===== config.mk =====
export PLATFORM = sky130hd
export DESIGN_NAME = gpio_interrupt_trigger_select
export DESIGN_NICKNAME = d
export VERILOG_FILES = /design/src/hw/trig_pkg.sv /design/src/hw/gpio_interrupt_trigger_select.sv /design/src/hw/pin_trigger_detect.sv
export SDC_FILE = /design/constraint.sdc
export NUM_CORES = 1
export LEC_CHECK = 0
export BUFFER_PORTS_ARGS = -buffer_cell sky130_fd_sc_hd__clkbuf_2
export CAP_MARGIN = 20
export CORE_MARGIN = 2
export CORE_UTILIZATION = 50
export DETAILED_ROUTE_END_ITERATION = 7
export HOLD_SLACK_MARGIN = 0.05
export PLACE_DENSITY = 0.86
export SETUP_SLACK_MARGIN = 0.05
export SYNTH_ARGS = -nofsm -noshare
export SYNTH_HDL_FRONTEND = slang
export SYNTH_SLANG_ARGS = --single-unit

===== constraint.sdc =====
create_clock -name pclk -period 2.1 [get_ports pclk]
set_clock_uncertainty 0.1 [all_clocks]
set_input_delay 0.105 -clock pclk [delete_from_list [all_inputs] [get_ports pclk]]
set_output_delay 0.105 -clock pclk [all_outputs]
set_load 0.02 [all_outputs]

===== src/hw/trig_pkg.sv =====
// Constants for the pin trigger-select block
`default_nettype none
package trig_pkg;
  localparam int unsigned PIN_COUNT = 8;
  localparam logic [11:0] OFS_SENSE     = 12'h404;
  localparam logic [11:0] OFS_BOTH      = 12'h408;
  localparam logic [11:0] OFS_POLARITY  = 12'h40C;
  localparam logic [11:0] OFS_MASK      = 12'h410;
  localparam logic [11:0] OFS_RAW       = 12'h414;
  localparam logic [11:0] OFS_MASKED    = 12'h418;
  localparam logic [11:0] OFS_CLEAR     = 12'h41C;
  localparam logic [11:0] OFS_PIN_LEVEL = 12'h420;
  localparam logic [7:0]  CFG_RESET     = 8'h00;
  localparam logic [31:0] RESERVED_READ = 32'h0000_0000;
endpackage
`default_nettype wire


===== src/hw/gpio_interrupt_trigger_select.sv =====
// APB register block selecting per-pin interrupt trigger types
// Behaviour
// Sense bit one selects level, zero edge
// Reset clears sense, both-edges, polarity registers
// Both-edges bit triggers on either edge
// Both-edges zero: single edge by polarity
// Polarity one: rising edge or high level
// Polarity zero: falling edge or low level
// Three registers hold eight read-write bits
// Trigger sets raw status; mask gates interrupt
// Synchronise pins, compare successive samples
`default_nettype none
module gpio_interrupt_trigger_select
  import trig_pkg::*;
(
  // Clock and reset
  input  wire logic        pclk,
  input  wire logic        presetn,
  // APB slave
  input  wire logic        psel,
  input  wire logic        penable,
  input  wire logic        pwrite,
  input  wire logic [11:0] paddr,
  input  wire logic [31:0] pwdata,
  output logic             pready,
  output logic             pslverr,
  output logic [31:0]      prdata,
  // Pins
  input  wire logic [7:0]  pin_in,
  // Interrupts
  output logic [7:0]       pin_irq,
  output logic             combined_port_interrupt
);
  logic [7:0]  sense_bits_reg;
  logic [7:0]  both_edges_bits_reg;
  logic [7:0]  polarity_bits_reg;
  logic [7:0]  pin_interrupt_mask_reg;
  logic [7:0]  raw_trigger_status_reg;
  logic [7:0]  pin_irq_reg;
  logic        irq_reg;
  logic [31:0] prdata_reg;
  logic        pslverr_reg;
  logic [7:0]  trig;
  logic [7:0]  level;
  logic [7:0]  clear_bits;
  logic [7:0]  status_next;
  logic        wr_acc;
  logic        rd_acc;
  logic        mapped;

  genvar g;
  generate
    for (g = 0; g < PIN_COUNT; g++) begin : g_pin
      pin_trigger_detect u_det (
        .pclk         (pclk),
        .presetn      (presetn),
        .pin_async    (pin_in[g]),
        .sense_bit    (sense_bits_reg[g]),
        .both_bit     (both_edges_bits_reg[g]),
        .polarity_bit (polarity_bits_reg[g]),
        .pin_level    (level[g]),
        .trigger      (trig[g])
      );
    end
  endgenerate

  // Zero-wait APB: every access completes in its first access cycle
  assign wr_acc = psel & penable & pwrite;
  assign rd_acc = psel & ~penable & ~pwrite;
  assign pready = 1'b1;
  assign pslverr = pslverr_reg;
  assign prdata = prdata_reg;
  assign pin_irq = pin_irq_reg;
  assign combined_port_interrupt = irq_reg;

  always_comb begin
    case (paddr)
      OFS_SENSE, OFS_BOTH, OFS_POLARITY, OFS_MASK,
      OFS_RAW, OFS_MASKED, OFS_CLEAR, OFS_PIN_LEVEL: mapped = 1'b1;
      default:                                       mapped = 1'b0;
    endcase
  end

  // Configuration registers, low byte only
  always_ff @(posedge pclk or negedge presetn) begin
    if (!presetn) begin
      sense_bits_reg         <= CFG_RESET;
      both_edges_bits_reg    <= CFG_RESET;
      polarity_bits_reg      <= CFG_RESET;
      pin_interrupt_mask_reg <= CFG_RESET;
    end else if (wr_acc) begin
      case (paddr)
        OFS_SENSE:    sense_bits_reg         <= pwdata[7:0];
        OFS_BOTH:     both_edges_bits_reg    <= pwdata[7:0];
        OFS_POLARITY: polarity_bits_reg      <= pwdata[7:0];
        OFS_MASK:     pin_interrupt_mask_reg <= pwdata[7:0];
        default: ;
      endcase
    end
  end

  // Raw status: write-one-to-clear, a new trigger wins over a clear
  assign clear_bits  = (wr_acc && paddr == OFS_CLEAR) ? pwdata[7:0] : 8'h00;
  assign status_next = (raw_trigger_status_reg & ~clear_bits) | trig;

  always_ff @(posedge pclk or negedge presetn) begin
    if (!presetn) begin
      raw_trigger_status_reg <= 8'h00;
    end else begin
      raw_trigger_status_reg <= status_next;
    end
  end

  always_ff @(posedge pclk or negedge presetn) begin
    if (!presetn) begin
      pin_irq_reg <= 8'h00;
      irq_reg     <= 1'b0;
    end else begin
      pin_irq_reg <= status_next & pin_interrupt_mask_reg;
      irq_reg     <= |(status_next & pin_interrupt_mask_reg);
    end
  end

  // Read data is captured in setup so it is valid during access
  always_ff @(posedge pclk or negedge presetn) begin
    if (!presetn) begin
      prdata_reg  <= 32'h0000_0000;
      pslverr_reg <= 1'b0;
    end else begin
      pslverr_reg <= psel & ~penable & ~mapped;
      if (rd_acc) begin
        case (paddr)
          OFS_SENSE:     prdata_reg <= {RESERVED_READ[31:8], sense_bits_reg};
          OFS_BOTH:      prdata_reg <= {RESERVED_READ[31:8], both_edges_bits_reg};
          OFS_POLARITY:  prdata_reg <= {RESERVED_READ[31:8], polarity_bits_reg};
          OFS_MASK:      prdata_reg <= {RESERVED_READ[31:8], pin_interrupt_mask_reg};
          OFS_RAW:       prdata_reg <= {RESERVED_READ[31:8], raw_trigger_status_reg};
          OFS_MASKED:    prdata_reg <= {RESERVED_READ[31:8],
                                        raw_trigger_status_reg & pin_interrupt_mask_reg};
          OFS_PIN_LEVEL: prdata_reg <= {RESERVED_READ[31:8], level};
          default:       prdata_reg <= RESERVED_READ;
        endcase
      end else if (!psel) begin
        prdata_reg <= 32'h0000_0000;
      end
    end
  end
endmodule
`default_nettype wire


===== src/hw/pin_trigger_detect.sv =====
// Per-pin synchroniser and trigger detector
`default_nettype none
module pin_trigger_detect
  import trig_pkg::*;
(
  // Clock and reset
  input  wire logic pclk,
  input  wire logic presetn,
  // Pin and configuration
  input  wire logic pin_async,
  input  wire logic sense_bit,
  input  wire logic both_bit,
  input  wire logic polarity_bit,
  // Result
  output logic      pin_level,
  output logic      trigger
);
  logic sync1_reg;
  logic sync2_reg;
  logic prev_reg;
  logic rise;
  logic fall;

  always_ff @(posedge pclk or negedge presetn) begin
    if (!presetn) begin
      sync1_reg <= 1'b0;
      sync2_reg <= 1'b0;
      prev_reg  <= 1'b0;
    end else begin
      sync1_reg <= pin_async;
      sync2_reg <= sync1_reg;
      prev_reg  <= sync2_reg;
    end
  end

  assign pin_level = sync2_reg;
  assign rise      = sync2_reg & ~prev_reg;
  assign fall      = ~sync2_reg & prev_reg;

  always_comb begin
    if (sense_bit) begin
      trigger = polarity_bit ? sync2_reg : ~sync2_reg;
    end else if (both_bit) begin
      trigger = rise | fall;
    end else begin
      trigger = polarity_bit ? rise : fall;
    end
  end
endmodule
`default_nettype wire


==> impl_metrics.json, run 1 <==
{
  "routed_via_density": 5.477,
  "final_core_util": 0.6074,
  "design.core.area_um2": 8134,
  "synth_warnings": 0,
  "status": "complete, no violations",
  "numCtsBuffers": 9,
  "io_pins": 100,
  "p_leak_nw": 2.430,
  "synth_mux_area_frac": 0.1321,
  "setup_viol": 0,
  "final_cell_mix": "dfrtp_1, clkbuf_2, mux2_2",
  "hold_path_class": "in -> reg",
  "dieArea_um2": 9058,
  "place.gp.congestion": 0.8633,
  "grt_pass1_vias": 3024,
  "initial_utilization": 0.5110,
  "grt_pass1_wl_mm": 14.14,
  "busiest_layer": "met2",
  "crit_family": "compound AO/OA/AOI/OAI gates",
  "finalHoldViolCount": 0,
  "grtUsageMet1": 0.2397,
  "grt-ovfl-total": 0,
  "num_antenna_cells": 0,
  "path_max_fanout": 5,
  "grt.met2_usage": 0.3662,
  "synth_xor_area_frac": 0.01686,
  "drt_wl_total_mm": 8.843,
  "drv_slew": 0,
  "fillers": 633,
  "synth_compound_area_frac": 0.1312,
  "cts_sinks": 82,
  "final_common_cell": "dfrtp_1",
  "min_period_ps": 1879,
  "fp.dieW_um": 95.18,
  "vdd_ir_drop_max_uv": 366.1,
  "ant_nets": 0,
  "numPortBuffers": 50,
  "crit_chain": "inv_1 > ha_1 > mux2_2 > o21ai_0 > o211ai_1 > a22oi_1 > nand4_1",
  "synth-edff-count": 0,
  "maxCapViolCount": 0,
  "synthAdderAreaFrac": 0.04816,
  "drc": 0,
  "drtIter0Drc": 179,
  "synth_top_family_by_area": "multiplexers",
  "required_ps": 2240,
  "yosysSeqAreaShare": 0.4937,
  "synth.ff_latch_count": 82,
  "critPathArrivalTime_ps": 2020,
  "start_kind": "flip-flop",
  "clock_path_buffers": 2,
  "end_kind": "flip-flop",
  "async_flop_share": 1.000,
  "dr.pass1.iters": 4,
  "crit_slowest_cell": "dfrtp_1",
  "track_usage": 0.2086,
  "netlist_area_um2": 4156,
  "global_route.usage.met3": 0.03478,
  "htreeDepth": 3,
  "insertion_delay_ps": 360,
  "worstSetupPathType": "reg -> reg",
  "tightestPinTransition_ps": 711.3,
  "antenna_found_initial": 0,
  "cp_num_buf_inv": 1,
  "clock.fmax_mhz": 532.2,
  "route.vias.total": 2996,
  "cts-root-buf": "clkbuf_8",
  "place_hpwl_mm": 6.095,
  "slew_headroom": 0.5258,
  "post-route-period-util": 0.8948,
  "post_drt_wl_per_cell_um": 16.17,
  "drive_above_1_share": 0.3235,
  "setup_tns_ps": 0,
  "die_h_um": 95.18,
  "critPathMaxStageDelay_ps": 440,
  "synthCells": 359,
  "synth-simple-area-share": 0.09452,
  "grt_max_degree": 55,
  "path_clk_slew_ps": 90,
  "synth_ff_type": "dfrtp_1",
  "area_growth_pct": 18.87,
  "row_count": 33,
  "nets": 510,
  "avgSynthCellArea_um2": 11.58,
  "ys_types": 46,
  "p_per_area_nw_per_um2": 695.8,
  "cts_tree": "yes",
  "rsz0062_at_grt": "false"
}
tightest hold or removal path: cells and delay by family:
family	cells	cell delay (ps)
AO/OA/AOI/OAI	1	60
buffers and inverters	1	100
AND/OR/NAND/NOR	2	230
path summary, 6_finish.rpt:
check	from	endpoint	slack (ps)	depth (start not counted)
max	g_pin[3].u_det.pin_level	combined_port_interrupt	220	7
min	paddr[10]	pslverr	60	4
max reg2reg	g_pin[3].u_det.pin_level	combined_port_interrupt	220	7
min reg2reg	g_pin[5].u_det.sync1_reg	g_pin[5].u_det.pin_level	250	0
max in group asynchronous	presetn	g_pin[4].u_det.pin_level	1040	3
min in group asynchronous	presetn	polarity_bits_reg[0]	220	2
cells in the mapped netlist, drive strengths merged (2+ instances only):
cell type | n | area (um2)
a21oi | 17 | 85.08
a22oi | 11 | 82.58
a2bb2oi | 9 | 78.83
a31oi | 5 | 31.28
and2 | 8 | 50.05
and3b | 5 | 43.79
buf | 32 | 234.0
clkbuf | 3 | 11.26
conb | 2 | 7.510
dfrtp | 82 | 2052
ha | 16 | 200.2
inv | 24 | 90.09
mux2 | 47 | 529.3
mux2i | 2 | 20.02
nand2 | 15 | 61.31
nand2b | 9 | 56.30
nand3 | 2 | 10.01
nand3b | 2 | 18.77
nor2 | 4 | 15.01
nor2b | 5 | 31.28
nor3 | 3 | 25.02
o211ai | 8 | 60.06
o21ai | 20 | 130.1
o22ai | 7 | 43.79
xnor2 | 8 | 70.07
layout make-up:
type	instances	area [um2]	share of cell area
clock buffers	10	137.6	0.02786
clock inverters	6	136.4	0.02760
inverters	25	93.84	0.01899
multi-input cells	240	1857	0.3758
flip-flops and latches	82	2054	0.4158
well taps	105	131.4	0.02659
repair buffers	79	530.5	0.1074
through the flow:
| stage | setup slack [ps] | instance area (um2) | power [mW] | std cells | hold WS [ps] |
|---|---|---|---|---|---|
| detailed placement | 155.2 | 4469 | 1.911 | 512 | 100.3 |
| CTS | 137.3 | 4933 | 3.454 | 547 | 55.75 |
| finish | 221.0 | 4941 | 3.438 | 547 | 63.23 |
| global route | 71.29 | 4941 | 3.563 | 547 | 80.40 |
| global placement | 227.8 | 4469 | 1.899 | 512 | 101.2 |
| floorplan | 487.9 | 4243 | 1.830 | 382 | -290.6 |
cell families (layout without fill, tap and decap cells):
logic type / Yosys count / count (layout)
muxes: 49 / 49
and+or+nand+nor: 61 / 61
buffers and inverters: 60 / 120
other: 2 / 25
adders and majority gates: 16 / 16
AOI/OAI and AO/OA: 81 / 81
DFF: 82 / 82
xor gates and xnor gates: 8 / 8
what timing repair did:
item,4_1_cts,5_1_grt
hold buffers,19,0
setup endpoints to repair,0,1
buffers inserted,0,0
resized for setup,0,3
hold endpoints to repair,94,0
metal layers:
metal,share of wire,wire (um),vias up
met4,0.030,267,0
met3,0.046,411,23
met1,0.40,3527,1486
met5,0,0,-
li1,-,-,1385
met2,0.52,4635,102
power by group:
part | internal (mW) | total (mW) | switching [mW] | leakage (nW)
clock | 0.946 | 1.53 | 0.583 | 0.133
combinational | 0.111 | 0.284 | 0.173 | 1.25
sequential | 1.60 | 1.62 | 0.0208 | 1.05
total | 2.66 | 3.44 | 0.777 | 2.43
No activity file was read; power rests on OpenSTA's default activity.
==> run 2, diff against run 1 <==
- clock period: 2.1 -> 2.3 ns (I/O delays scaled with it)
==> run 2 against run 1 <==
Sequential share of layout area grew 0.72 points; register-to-register slack gained 190 ps; clock power shrank 33%; power shrank 19%; global-route usage grew 0.13 points; first-iteration DRC count shrank 15%; combinational power shrank 9.9%; final area shrank 1.8%; sequential cell count is the same; hold slack is essentially flat; critical path depth is the same.
==> impl_metrics.json, run 2 (synthesized netlist as in run 1, its figures left out) <==
{
  "routed_via_density": 5.371,
  "setup_tns_ps": 0,
  "route.vias.total": 2927,
  "final_cell_mix": "dfrtp_1, clkbuf_2, mux2_2",
  "worstSetupPathType": "reg -> reg",
  "design.core.area_um2": 8134,
  "grt_pass1_wl_mm": 14.31,
  "path_clk_slew_ps": 80,
  "tightestPinTransition_ps": 558.3,
  "dr.pass1.iters": 4,
  "grt_pass1_vias": 2941,
  "num_antenna_cells": 0,
  "regArea_um2": 2052,
  "vdd_ir_drop_max_uv": 267.8,
  "cts_resized": 0,
  "insertion_delay_ps": 350,
  "numCtsBuffers": 9,
  "fillers": 631,
  "cts_setup_buffers": 0,
  "post-route-period-util": 0.8211,
  "initial_utilization": 0.5110,
  "hold_path_class": "in -> reg",
  "row_count": 33,
  "p_leak_nw": 2.399,
  "path_max_fanout": 5,
  "setup_viol": 0,
  "min_period_ps": 1888,
  "rsz0062_at_grt": "false",
  "place_hpwl_mm": 6.120,
  "final_common_cell": "dfrtp_1",
  "drtIter0Drc": 153,
  "track_usage": 0.2099,
  "clock_path_buffers": 2,
  "slew_headroom": 0.6269,
  "cts-root-buf": "clkbuf_8",
  "cts_sinks": 82,
  "fp.dieW_um": 95.18,
  "die_h_um": 95.18,
  "grt_max_degree": 46,
  "area_growth_pct": 16.71,
  "clock.fmax_mhz": 529.5,
  "antenna_found_initial": 0,
  "nets": 510,
  "ant_nets": 0,
  "drive_above_1_share": 0.3136,
  "finalHoldViolCount": 0,
  "htreeDepth": 3,
  "status": "complete, no violations",
  "io_pins": 100,
  "ctsHoldBuffers": 19,
  "required_ps": 2430,
  "start_kind": "flip-flop",
  "place.gp.congestion": 0.8829,
  "drc": 0,
  "p_per_area_nw_per_um2": 571.2,
  "dieArea_um2": 9058,
  "post_drt_wl_per_cell_um": 15.62,
  "drv_slew": 0,
  "cts_tree": "yes",
  "critPathArrivalTime_ps": 2020,
  "drt_wl_total_mm": 8.515,
  "grt-ovfl-total": 0,
  "hold-worst-slack_ps": 63.20,
  "maxCapViolCount": 0,
  "numPortBuffers": 50,
  "multiInputGateArea_um2": 1852,
  "end_kind": "flip-flop"
}
run 2: cell types whose count changed in the layout (fill, tap and decap cells not counted), sizes merged:
cell	before	now
bufinv	4	1
inv	25	24
clkinvlp	1	0
clkinv	1	3
clkbuf	59	60
run 2: path summary, 6_finish.rpt:
check	start	endpoint	slack (ps)	cells after the start
max in group asynchronous	presetn	g_pin[3].u_det.pin_level	1310	3
setup reg to reg	g_pin[0].u_det.pin_level	combined_port_interrupt	410	7
hold reg to reg	g_pin[7].u_det.sync1_reg	g_pin[7].u_det.pin_level	250	0
hold / removal	paddr[10]	pslverr	60	4
min in group asynchronous	presetn	g_pin[0].u_det.sync1_reg	170	2
setup / recovery	g_pin[0].u_det.pin_level	combined_port_interrupt	410	7
run 2: stage by stage:
stage	cells	util	worst slack (ps)	cell area [um2]	power, mW
after floorplan	382	-	687.9	4243	1.671
after global placement	512	0.5495	409.2	4469	1.732
after detailed placement	512	0.5495	369.9	4469	1.743
after CTS	545	0.5964	375.6	4851	2.798
after global routing	545	0.5964	204.5	4851	2.909
final	545	0.5964	411.5	4851	2.771
run 2: worst max-delay path, cell delays in order (launching register included):
cell,delay (ps)
dfrtp_1,440
inv_1,70
ha_1,170
mux2_2,250
o21ai_0,200
o211ai_1,180
a22oi_1,260
nand4_1,110
run 2: metal layers:
metal / global-route usage / up-vias / part of all wire
met5: 0 / - / 0
met4: 0.08937 / 0 / 0.013
met3: 0.06008 / 9 / 0.071
met2: 0.3374 / 114 / 0.51
met1: 0.2651 / 1429 / 0.41
li1: - / 1375 / -
run 2: final cells by class:
type	count	share of cell area
flip-flops and latches	82	0.4230
multi-input cells	240	0.3817
repair buffers	79	0.1094
clock buffers	11	0.03121
well taps	105	0.02708
inverters	25	0.01934
clock inverters	3	0.008254
run 2: power by group:
| part | switching (mW) | total, mW | internal (mW) |
|---|---|---|---|
| sequential | 0.0192 | 1.48 | 1.46 |
| clock | 0.486 | 1.03 | 0.546 |
| combinational | 0.156 | 0.256 | 0.100 |
| total | 0.661 | 2.77 | 2.11 |
==> run 3, diff against run 2 <==
- CORE_UTILIZATION: 50 -> 48
- PLACE_DENSITY: 0.86 -> 0.87
- clock period: 2.3 -> 1.55 ns (I/O delays scaled with it)
==> run 3 against run 2 <==
The run now ends with setup timing left; hold slack improved by 44 ps; setup slack worse by 580 ps; via count rose by 13%; count of clock-buffer cells in the layout decreased by 1; critical path type unchanged; critical endpoint unchanged; largest cell class is now multi-input combinational cells.
==> impl_metrics.json, run 3 (synthesized netlist as in run 1, its figures left out) <==
{
  "design.core.area_um2": 8299,
  "post-route-period-util": 1.109,
  "final_common_cell": "dfrtp_1",
  "setup_tns_ps": -703.3,
  "drv_slew": 0,
  "clock_path_buffers": 2,
  "cts-root-buf": "clkbuf_8",
  "timing.final.ws_setup_ps": -168.3,
  "insertion_delay_ps": 360,
  "rsz0062_at_grt": "true",
  "final_cell_mix": "dfrtp_1, buf_4, clkbuf_2",
  "drc": 0,
  "path_clk_slew_ps": 80,
  "area_growth_pct": 32.09,
  "dp_cells": 550,
  "final_cell_area_um2": 5490,
  "die_h_um": 97.06,
  "p_leak_nw": 2.725,
  "clock.fmax_mhz": 582.0,
  "grt-ovfl-total": 0,
  "setup_viol": 7,
  "status": "finished with violations",
  "place_hpwl_mm": 7.037,
  "hold_path_class": "in -> async",
  "hold-worst-slack_ps": 106.9,
  "grt_pass1_wl_mm": 16.81,
  "initial_utilization": 0.5008,
  "cts_sinks": 82,
  "grt_max_degree": 36,
  "finalHoldViolCount": 0,
  "critPathMaxStageDelay_ps": 370,
  "grt_pass1_vias": 3361,
  "track_usage": 0.2278,
  "post_drt_wl_per_cell_um": 17.90,
  "cp_num_buf_inv": 1,
  "required_ps": 1680,
  "route.vias.total": 3309,
  "slew_headroom": 0.6541,
  "drtIter0Drc": 309,
  "maxCapViolCount": 0,
  "antenna_found_initial": 0,
  "worstSetupPathDepth": 7,
  "crit_family": "compound AO/OA/AOI/OAI gates",
  "min_period_ps": 1718,
  "finalNonFillerCells": 595,
  "critPathArrivalTime_ps": 1850,
  "crit_slowest_cell": "dfrtp_1",
  "start_kind": "flip-flop",
  "num_antenna_cells": 0,
  "cts_tree": "yes",
  "htreeDepth": 3,
  "dr.pass1.iters": 4,
  "crit_chain": "inv_1 > ha_2 > mux2_4 > o21ai_2 > o211ai_1 > a22oi_1 > nand4_1",
  "place.gp.congestion": 0.9255,
  "routed_via_density": 5.561,
  "dieArea_um2": 9420,
  "fp.dieW_um": 97.06,
  "nets": 558,
  "io_pins": 100,
  "numPortBuffers": 50,
  "tightestPinTransition_ps": 517.6,
  "worstSetupPathType": "reg -> reg",
  "row_count": 33,
  "drt_wl_total_mm": 10.65,
  "end_kind": "flip-flop",
  "numCtsBuffers": 9,
  "drive_above_1_share": 0.4612,
  "final_core_util": 0.6615,
  "ant_nets": 0,
  "p_per_area_nw_per_um2": 826.8,
  "path_max_fanout": 3,
  "failed_checks": "setup timing",
  "dpl-instance-area_um2": 4795,
  "vdd_ir_drop_max_uv": 530.0,
  "reg2reg_depth": 7
}
run 3: cell types whose count changed in the layout (fill, tap and decap cells not counted), sizes merged:
cell and change:
dlygate4sd3 +1, clkbuf -1, bufinv +2, buf +47
clkinv +1
run 3: worst paths after layout:
path	from	end	slack (ps)
max	g_pin[3].u_det.pin_level	combined_port_interrupt	-170
min	presetn	prdata[7]	110
max reg2reg	g_pin[3].u_det.pin_level	combined_port_interrupt	-170
min reg2reg	g_pin[1].u_det.sync1_reg	g_pin[1].u_det.pin_level	240
max in group asynchronous	presetn	pin_interrupt_mask_reg[5]	640
min in group pclk	paddr[5]	pslverr	150
run 3: final cells by class:
| class | instances | area (um2) |
|---|---|---|
| clock buffers | 10 | 127.6 |
| clock inverters | 6 | 105.1 |
| fillers | 594 | 2809 |
| inverters | 25 | 93.84 |
| multi-input cells | 240 | 2058 |
| flip-flops and latches | 82 | 2053 |
| well taps | 105 | 131.4 |
| repair buffers | 127 | 920.9 |
run 3: report_power, final:
group	leakage [nW]	switching, mW	internal, mW	total [mW]
sequential	1.05	0.0204	2.17	2.19
clock	0.120	0.787	1.06	1.85
combinational	1.56	0.283	0.215	0.498
total	2.73	1.09	3.45	4.54
run 3: metal layers:
metal / wire, um / part of all wire / GRT usage / vias up
li1: - / - / - / 1477
met1: 4124 / 0.39 / 0.2691 / 1652
met2: 5470 / 0.51 / 0.4012 / 145
met3: 644 / 0.060 / 0.04676 / 35
met4: 413 / 0.039 / 0.09967 / 0
met5: 0 / 0 / 0 / -
run 3: repair_timing:
action,CTS,global route
hold buffers,20,0
setup endpoints to repair,11,20
pin swaps,14,17
buffers inserted,6,3
hold endpoints to repair,124,0
gates resized for setup,37,21
run 3: per-stage QoR:
stage          worst slack [ps]  total power, mW
6_report                 -168.3            4.540
5_1_grt                  -266.4            4.699
4_1_cts                  -161.1            4.529
3_5_place_dp             -349.3            2.652
3_3_place_gp             -305.7            2.632
2_1_floorplan            -13.26            2.483
